### src/ldr_pkg.sv
package ldr_pkg;
    // Command byte decode
    localparam logic [7:0] LDR_CMD_BRIGHT = 8'h01;
    localparam logic [7:0] LDR_CMD_MODE = 8'h02;
    localparam logic [7:0] LDR_CMD_PART_LO = 8'h03;
    localparam logic [7:0] LDR_CMD_REV = 8'h04;
    localparam logic [7:0] LDR_CMD_COMBINED = 8'h40;
    localparam logic [7:0] LDR_CMD_MAKER = 8'hfe;
    localparam logic [7:0] LDR_CMD_PART_HI = 8'hff;
    localparam int LDR_CMD_HI_BIT = 7;
    localparam int LDR_CMD_SUB_BIT = 6;
    localparam logic [1:0] LDR_SEL_BRIGHT = 2'h1;
    localparam logic [1:0] LDR_SEL_MODE = 2'h2;
    localparam logic [1:0] LDR_SEL_PART = 2'h3;
    localparam logic [1:0] LDR_SEL_REV = 2'h0;

    // Field layout and reset values
    localparam int LDR_BRIGHT_W = 5;
    localparam int LDR_MODE_W = 3;
    localparam logic [LDR_BRIGHT_W-1:0] LDR_BRIGHT_RST = 5'h17;
    localparam logic [LDR_MODE_W-1:0] LDR_MODE_RST = 3'h1;
    localparam logic LDR_LAMP_OUT_RST = 1'h1;
    localparam logic LDR_OC_OK_RST = 1'h1;
    localparam int LDR_FORCE_OFF_BIT = 2;
    localparam int LDR_OFF_PIN_HIGH_BIT = 1;
    localparam int LDR_OFF_PIN_LOW_BIT = 0;
    localparam int LDR_COMB_BRIGHT_LSB = 3;
    localparam logic [2:0] LDR_MODE_PAD = 3'h7;
    localparam logic [2:0] LDR_BRIGHT_PAD = 3'h0;
    localparam logic LDR_COMB_ONE = 1'h1;

    // Identification values, arbitrary
    localparam logic [7:0] LDR_MAKER_CODE = 8'h5a;
    localparam logic [7:0] LDR_PART_CODE = 8'h21;
    localparam logic [7:0] LDR_REVISION_CODE = 8'h01;

    // Lamp-out timeout
    localparam int LDR_CLK_HZ = 20_000_000;
    localparam int LDR_LAMP_OUT_MS = 2000;
    localparam int LDR_LAMP_OUT_CYCLES = (LDR_CLK_HZ / 1000) * LDR_LAMP_OUT_MS;
    localparam int LDR_TIMER_W = 26;
endpackage

### src/ldr_register_bank.sv
`timescale 1ns/1ps
// Overview of operation
// - Five-bit brightness code, zero dimmest, ones brightest
// - Brightness code resets to 10111
// - Dimming method comes only from its input
// - Three-bit shutdown mode, resets to 001
// - Force-off bit stops lamp, sets lamp-out flag
// - Pin high plus bit 1 stops lamp
// - Pin low plus bit 0 stops lamp
// - Two seconds without current clears lamp-out flag
// - Cleared lamp-out flag stays cleared until a shutdown
// - Cleared lamp-out flag keeps lamp off
// - Any shutdown, forced or by pin, sets lamp-out flag
// - Overcurrent flag reflects previous chopping period
// - Status bits reset high, writes ignored
// - Identification codes read-only
// - Writes commit at stop, aborted transfers dropped
// - Combined view: brightness, one, lamp-out, overcurrent
// - Register access works during shutdown
module ldr_register_bank #(
    parameter int LAMP_OUT_CYCLES = ldr_pkg::LDR_LAMP_OUT_CYCLES
) (
    input wire logic clk_i,
    input wire logic rstn_i,
    // Write side from the serial protocol engine
    input wire logic wr_strobe_i,
    input wire logic [7:0] wr_cmd_i,
    input wire logic [7:0] wr_data_i,
    input wire logic xfer_commit_i,
    input wire logic xfer_abort_i,
    // Read side
    input wire logic [7:0] rd_cmd_i,
    output logic [7:0] rd_data_o,
    // Lamp side
    input wire logic shutdown_suspend_pin_i,
    input wire logic lamp_current_sense_i,
    input wire logic digital_chop_period_i,
    input wire logic overcurrent_i,
    input wire logic dimming_method_select_i,
    output logic [ldr_pkg::LDR_BRIGHT_W-1:0] brightness_code_o,
    output logic dimming_method_o,
    output logic lamp_enable_o,
    output logic lamp_out_flag_o,
    output logic overcurrent_ok_flag_o
);
    import ldr_pkg::*;

    typedef struct packed {
        logic [LDR_BRIGHT_W-1:0] bright;
        logic [LDR_MODE_W-1:0] mode;
        logic lamp_out;
        logic oc_ok;
        logic oc_seen;
        logic pend_valid;
        logic [7:0] pend_cmd;
        logic [7:0] pend_data;
        logic lamp_en;
        logic dim_method;
        logic [7:0] rd_data;
    } ldr_state_t;

    ldr_state_t st;
    ldr_state_t next_st;
    logic shut;
    logic timeout;

    ////////////////////////////////////////////////////////////////////////////
    // Shutdown decode from mode bits and pin
    always_comb begin
        shut = st.mode[LDR_FORCE_OFF_BIT];
        if (shutdown_suspend_pin_i) begin
            shut = shut | st.mode[LDR_OFF_PIN_HIGH_BIT];
        end else begin
            shut = shut | st.mode[LDR_OFF_PIN_LOW_BIT];
        end
    end

    // Lamp-out timer runs only while the lamp is driven
    ldr_lamp_out_timer #(
        .TIMEOUT_CYCLES(LAMP_OUT_CYCLES)
    ) u_timer (
        .clk_i(clk_i),
        .rstn_i(rstn_i),
        .run_i(st.lamp_en),
        .lamp_current_sense_i(lamp_current_sense_i),
        .timeout_o(timeout)
    );

    ////////////////////////////////////////////////////////////////////////////
    // Read decode of a command byte
    function automatic logic [7:0] read_view(input ldr_state_t s, input logic [7:0] cmd);
        logic [7:0] v;
        v = '0;
        if (!cmd[LDR_CMD_HI_BIT]) begin
            case (cmd[1:0])
                LDR_SEL_BRIGHT: v = {LDR_BRIGHT_PAD, s.bright};
                LDR_SEL_MODE: v = {s.lamp_out, s.oc_ok, LDR_MODE_PAD, s.mode};
                LDR_SEL_PART: v = LDR_PART_CODE;
                default: v = LDR_REVISION_CODE;
            endcase
        end else if (!cmd[LDR_CMD_SUB_BIT]) begin
            v = {s.bright, LDR_COMB_ONE, s.lamp_out, s.oc_ok};
        end else if (cmd[0]) begin
            v = LDR_PART_CODE;
        end else begin
            v = LDR_MAKER_CODE;
        end
        return v;
    endfunction

    ////////////////////////////////////////////////////////////////////////////
    // Next-state logic
    always_comb begin
        next_st = st;
        // Stage write until the transfer is closed cleanly
        if (xfer_abort_i) begin
            next_st.pend_valid = 1'b0;
        end else if (wr_strobe_i) begin
            next_st.pend_valid = 1'b1;
            next_st.pend_cmd = wr_cmd_i;
            next_st.pend_data = wr_data_i;
        end else if (xfer_commit_i && st.pend_valid) begin
            next_st.pend_valid = 1'b0;
            // Commit regardless of lamp state
            if (!st.pend_cmd[LDR_CMD_HI_BIT]) begin
                if (st.pend_cmd[1:0] == LDR_SEL_BRIGHT) begin
                    next_st.bright = st.pend_data[LDR_BRIGHT_W-1:0];
                end else if (st.pend_cmd[1:0] == LDR_SEL_MODE) begin
                    next_st.mode = st.pend_data[LDR_MODE_W-1:0];
                end
            end else if (!st.pend_cmd[LDR_CMD_SUB_BIT]) begin
                next_st.bright = st.pend_data[LDR_COMB_BRIGHT_LSB +: LDR_BRIGHT_W];
            end
            // Status and identification bytes are not written
        end

        // Lamp-out flag: set by any shutdown, forced or by pin, wins over a timeout
        if (shut) begin
            next_st.lamp_out = 1'b1;
        end else if (timeout) begin
            next_st.lamp_out = 1'b0;
        end

        // Overcurrent flag updated at each chopping period boundary
        if (digital_chop_period_i) begin
            next_st.oc_ok = ~(st.oc_seen | overcurrent_i);
            next_st.oc_seen = 1'b0;
        end else if (overcurrent_i) begin
            next_st.oc_seen = 1'b1;
        end

        next_st.lamp_en = ~shut & st.lamp_out;
        next_st.dim_method = dimming_method_select_i;
        next_st.rd_data = read_view(st, rd_cmd_i);
    end

    ////////////////////////////////////////////////////////////////////////////
    // State register
    always_ff @(posedge clk_i) begin
        if (!rstn_i) begin
            st <= '0;
            st.bright <= LDR_BRIGHT_RST;
            st.mode <= LDR_MODE_RST;
            st.lamp_out <= LDR_LAMP_OUT_RST;
            st.oc_ok <= LDR_OC_OK_RST;
        end else begin
            st <= next_st;
        end
    end

    // Outputs
    assign rd_data_o = st.rd_data;
    assign brightness_code_o = st.bright;
    assign dimming_method_o = st.dim_method;
    assign lamp_enable_o = st.lamp_en;
    assign lamp_out_flag_o = st.lamp_out;
    assign overcurrent_ok_flag_o = st.oc_ok;
endmodule

### src/ldr_lamp_out_timer.sv
`timescale 1ns/1ps
module ldr_lamp_out_timer #(
    parameter int TIMEOUT_CYCLES = ldr_pkg::LDR_LAMP_OUT_CYCLES
) (
    input wire logic clk_i,
    input wire logic rstn_i,
    input wire logic run_i,
    input wire logic lamp_current_sense_i,
    output logic timeout_o
);
    import ldr_pkg::*;

    typedef struct packed {
        logic [LDR_TIMER_W-1:0] count;
        logic timeout;
    } ldr_timer_state_t;

    localparam logic [LDR_TIMER_W-1:0] LAST = LDR_TIMER_W'(TIMEOUT_CYCLES - 1);

    ldr_timer_state_t st;
    ldr_timer_state_t next_st;

    // Count while the lamp runs with no current; any current restarts the wait
    always_comb begin
        next_st = st;
        next_st.timeout = 1'b0;
        if (!run_i || lamp_current_sense_i) begin
            next_st.count = '0;
        end else if (st.count == LAST) begin
            next_st.timeout = 1'b1;
            next_st.count = '0;
        end else begin
            next_st.count = st.count + 1'b1;
        end
    end

    // State register
    always_ff @(posedge clk_i) begin
        if (!rstn_i) begin
            st <= '0;
        end else begin
            st <= next_st;
        end
    end

    assign timeout_o = st.timeout;
endmodule

### config.mk
export PLATFORM = sky130hd
export DESIGN_NAME = ldr_register_bank
export DESIGN_NICKNAME = d
export VERILOG_FILES = /design/src/ldr_pkg.sv /design/src/ldr_register_bank.sv /design/src/ldr_lamp_out_timer.sv
export SDC_FILE = /design/constraint.sdc
export NUM_CORES = 1
export LEC_CHECK = 0
export BUFFER_PORTS_ARGS = -buffer_cell sky130_fd_sc_hd__buf_2
export CORE_ASPECT_RATIO = 0.75
export CORE_UTILIZATION = 50
export DETAILED_ROUTE_END_ITERATION = 7
export PLACE_DENSITY = 0.76
export SYNTH_ARGS = -nofsm -noshare
export SYNTH_HDL_FRONTEND = slang
export SYNTH_HIERARCHICAL = 1
export SYNTH_SLANG_ARGS = --single-unit
### constraint.sdc
create_clock -name clk_i -period 1.9 [get_ports clk_i]
set_input_delay 0.38 -clock clk_i [delete_from_list [all_inputs] [get_ports clk_i]]
set_output_delay 0.38 -clock clk_i [all_outputs]
set_load 0.1 [all_outputs]
# Yosys cells after proc, flatten, opt, wreduce, memory -nomap -nowiden
# Index checks and enable logic that the tools add are counted.
# classes
bitwise_logic	11
div	0
n_shift	0
n_reduce_logical	13
multipliers	0
n_eq_ne	7
n_mux	11
n_addsub	1
order_cmp	0
# ops
op	count
$add 26x1->26 const B	1
$eq 26x26->1 const B	1
$pmux 8 s3	1
$mux 8	2
$mux 5	3
$reduce_or 2->1	4
$mux 7	1
$not 1->1	7
$eq 2x2->1 const B	3
$reduce_and 6->1	1
$reduce_and 5->1	1
$eq 2x1->1 const B	2
$mux 1	4
$reduce_bool 2->1	2
$or 1x1->1	3
$reduce_or 3->1	1
$ne 2x2->1 const B	1
$reduce_and 2->1	1
$and 1x1->1	1
$logic_and 1x1->1	1
$logic_not 1->1	1
$logic_or 1x1->1	1
# word_totals
romBits	0
regBits	65
out_inout_bits	17
latchBits	0
mem_count	0
mem_bits_rw	0

# Longest topological paths before layout
# depth
ltp_word	4
mapped_depth	6

# By module
# Netlist, hierarchy kept.
# modules_own_cells
mod	cells_per_inst	instances	area_per_inst_um2	seq_area_each_um2
ldr_register_bank	177	1	1549.0	680.7
ldr_lamp_out_timer	148	1	1336.3	540.5

# Worst setup path before layout
# Ideal clock, no wire load.
# synth_timing
kind	register to register
start	register u_timer/st[1] (netlist name)
end	register u_timer/st[23] (netlist name)
synth_period_minus_slack_ns	1.988
arrival_ns	1.909
setup_ns	0.079
stages_incl_launch_ff	7
path_slack_ns	-0.088
cell_sequence	dfxtp_1 > ha_1 > nand4_1 > or4_1 > buf_2 > or4_1 > a211oi_2
# synth_via
elab_chain_len	2
word_cells_on_any_way	3
# synth_lines
item	line	source
from (decl)	ldr_lamp_out_timer.sv:20	ldr_timer_state_t st;
from (signal assigned)	ldr_lamp_out_timer.sv:42	st <= next_st;
branches (longest 2 deep; another with $add 26x1->26)	--	
# Parallel ways; which one is timed is not known.
# A chain may end at the register's enable or synchronous reset.

# Final worst setup path
# layout_timing
start	register u_timer/st[2] (netlist name)
end	register u_timer/st[23] (netlist name)
# Same word-level chain as after synthesis.

==> flow_summary.json <==
{
  "fin_nets": 414,
  "clock_skew_ps": 6.64,
  "grt_start_max_net_pins": 31,
  "vias_per_cell": 5.38,
  "post-route-period-util_pct": 99.3,
  "hold_buffers": 0,
  "yosys_most_used_dff": "dfxtp_1",
  "cts_tree": "done",
  "grt_overflow_total": 0,
  "setup_viol": 0,
  "track_usage_pct": 21.5,
  "final_util_pct": 64.1,
  "drt_drc_violations_left": 0,
  "max_stage_delay_ps": 550,
  "min_path_type": "input port to register",
  "setup_ws_ps": 13.4,
  "port_buffers": 42,
  "worstSetupPathType": "register to register",
  "die_x_um": 89.7,
  "hold_viol_final": 0,
  "dp_hpwl_um": 4260,
  "multi_input_area_mm2": 0.00149,
  "arrival_ps": 2160,
  "ys_seq_elements": 61,
  "tightest_slew_ps": 522,
  "grt_pass1_vias": 2168,
  "cts-root-buf": "clkbuf_8",
  "total_power_mw": 2.83,
  "fin_crit_ps": 1890,
  "die_h_um": 67.8,
  "syn_nets": 360,
  "start_util_pct": 53.0,
  "wl_um": 6220,
  "fmaxAchievable_mhz": 530,
  "clock_sinks": 61,
  "critPathSlowestCell": "or4_4",
  "grt_setup_unrepaired": "yes",
  "cts_buffers": 9,
  "whs_path_depth": 2,
  "coreArea_mm2": 0.00544,
  "place_ws_ps": -94.4,
  "cp_max_fo": 9,
  "antenna_found_initial": 0,
  "grt_pass1_wl_um": 10100,
  "gp_congestion": 0.780,
  "ys_types": 60,
  "startpoint_type": "register",
  "required_ps": 2170,
  "layout_common_cells": "55 x dfxtp_1, 42 x buf_2, 39 x nand2_1",
  "rr_worst_depth": 5,
  "synth_edf_count": 0,
  "cts_htree_levels": 3,
  "drv_slew": 0,
  "cts.clk_slew.worst_paths_ps": 70,
  "synth_warnings": 6,
  "synth_area_per_cell_um2": 8.88,
  "cp_common_cell": "or4_4",
  "hold_ws_ps": 225,
  "crit_chain": "ha_4 > nand4_1 > or4_4 > or4_4 > a211oi_2",
  "max_slew_margin_pct": 65.1,
  "drt_iter0_drc": 133,
  "p_per_area_mw_per_mm2": 812,
  "status": "completed",
  "ff2ff_setup_slack_ps": 10,
  "clockBufferDepth": 2,
  "leakagePower_nw": 1.33,
  "fillers": 468,
  "drt-wirelength-per-cell_um": 13.5,
  "die-area_mm2": 0.00608,
  "num_antenna_cells": 0,
  "rows": 23,
  "cap_violations": 0,
  "layout_commonest_cell": "dfxtp_1",
  "end_kind": "register",
  "clkLatencyLatePin_ps": 340,
  "syn-instance-count": 325,
  "drive_above_1_share_pct": 30.2,
  "dr.pass1.iters": 4,
  "ir_drop_mv": 0.474,
  "seq_area_frac_synth_pct": 42.3,
  "vias": 2470,
  "regArea_mm2": 0.00123,
  "area_delta_synth_final_pct": 20.9,
  "synthesis.area_mm2": 0.00289,
  "postRouteAntennaNets": 0,
  "ios": 51,
  "synthArstFlopShare_pct": 0
}
[logic make-up (layout without fill, tap and decap cells)]
logic type               Yosys count  in the layout  share of synthesized area, %
AND/OR/NAND/NOR                  142            142                          28.4
AO/OA/AOI/OAI                     67             67                          15.6
flip-flops                        61             61                          42.3
buffers and inverters             36             95                          7.46
XOR/XNOR                          11             11                          3.34
multiplexers                       7              7                          2.52
adder cells (fa/ha/maj)            1              1                         0.434
[cell type report]
type                    count  area share [%]
clock inverters             7            2.58
clock buffers               9            3.55
repair buffers             70            12.3
well taps                  75            2.69
flip-flops and latches     61            35.4
multi-input cells         228            42.6
inverters                   9           0.968
[synthesized netlist by cell type (2+ instances only)]
cell type  number  area share [%]
dfxtp_1        61              42
nand2_1        39             5.1
a21oi_1        20             3.5
buf_4          14             3.6
nor3_1         14             2.4
o21ai_0        14             2.4
a211oi_1       12             3.1
nor2_1         12             1.6
nand3_1        11             1.9
nand4_1        11             2.4
or3_1          11             2.4
inv_1           8             1.0
nor2b_1         7             1.5
xnor2_1         7             2.1
buf_2           6             1.0
mux2i_1         5             1.7
clkbuf_1        4            0.52
nand2b_1        4            0.87
or4_1           4             1.0
xor2_1          4             1.2
nand3b_1        3            0.78
nor4_1          3            0.65
o31ai_1         3            0.78
a211oi_2        2            0.87
a31oi_1         2            0.43
a32o_1          2            0.69
and2_1          2            0.43
and3_1          2            0.43
buf_6           2            0.78
mux2_2          2            0.78
nor3b_2         2            0.87
o211ai_1        2            0.52
o21a_1          2            0.52
or2_2           2            0.43
[per-stage QoR]
step                      cells  cell area (µm²)  setup TNS, ps
after detailed placement    441             3220           -240
after CTS                   459             3460          -11.6
after global routing        459             3490           -149
after floorplan             325             2910              0
final                       459             3490              0
after global placement      441             3220          -38.3
[state kept, by name (all words and copies together), names as in the netlist]
| register | flops |
|---|---|
| brightness_code_o | 5 |
| dimming_method_o | 1 |
| lamp_enable_o | 1 |
| lamp_out_flag_o | 1 |
| overcurrent_ok_flag_o | 1 |
| rd_data_o | 8 |
| st | 17 |
| u_timer/st | 26 |
| u_timer/timeout_o | 1 |
[report_power, final]
part	internal, mW	leakage [nW]	switching (mW)
logic	0.0738	0.729	0.194
clock network	0.730	0.105	0.511
registers	1.31	0.500	0.0185
total	2.11	1.33	0.724
[worst paths after layout]
check                                     from                            to
hold reg to reg   u_timer/timeout_o$_SDFF_PP0_  lamp_out_flag_o$_SDFFE_PP1P_
setup reg to reg      u_timer/st[2]$_SDFF_PP0_     u_timer/st[23]$_SDFF_PP0_
setup / recovery      u_timer/st[2]$_SDFF_PP0_     u_timer/st[23]$_SDFF_PP0_
hold / removal           digital_chop_period_i           st[27]$_SDFFE_PP0P_
[worst max-delay path, delay by kind of cell, from the launching register on]
kind / cells / cell delay, ps
DFF: 1 / 370
and+or+nand+nor: 3 / 1100
adders and majority gates: 1 / 130
AOI/OAI and AO/OA: 1 / 210
[per-layer routing]
metal  track usage, %  vias to the layer above  part of all wire (%)
li1                 -                     1276                     -
met1             27.9                     1127                    49
met2             33.4                       58                    44
met3             7.21                        9                   5.1
met4             7.99                        0                   1.4
met5                0                        -                     0
[timing repair]
item | 4_1_cts | 5_1_grt
pin swaps | 1 | 2
setup buffers | 2 | 0
endpoints found under the setup margin | 16 | 19
gates resized for setup | 2 | 8
gates cloned | 0 | 0
No activity file was read; power rests on OpenSTA's default activity.
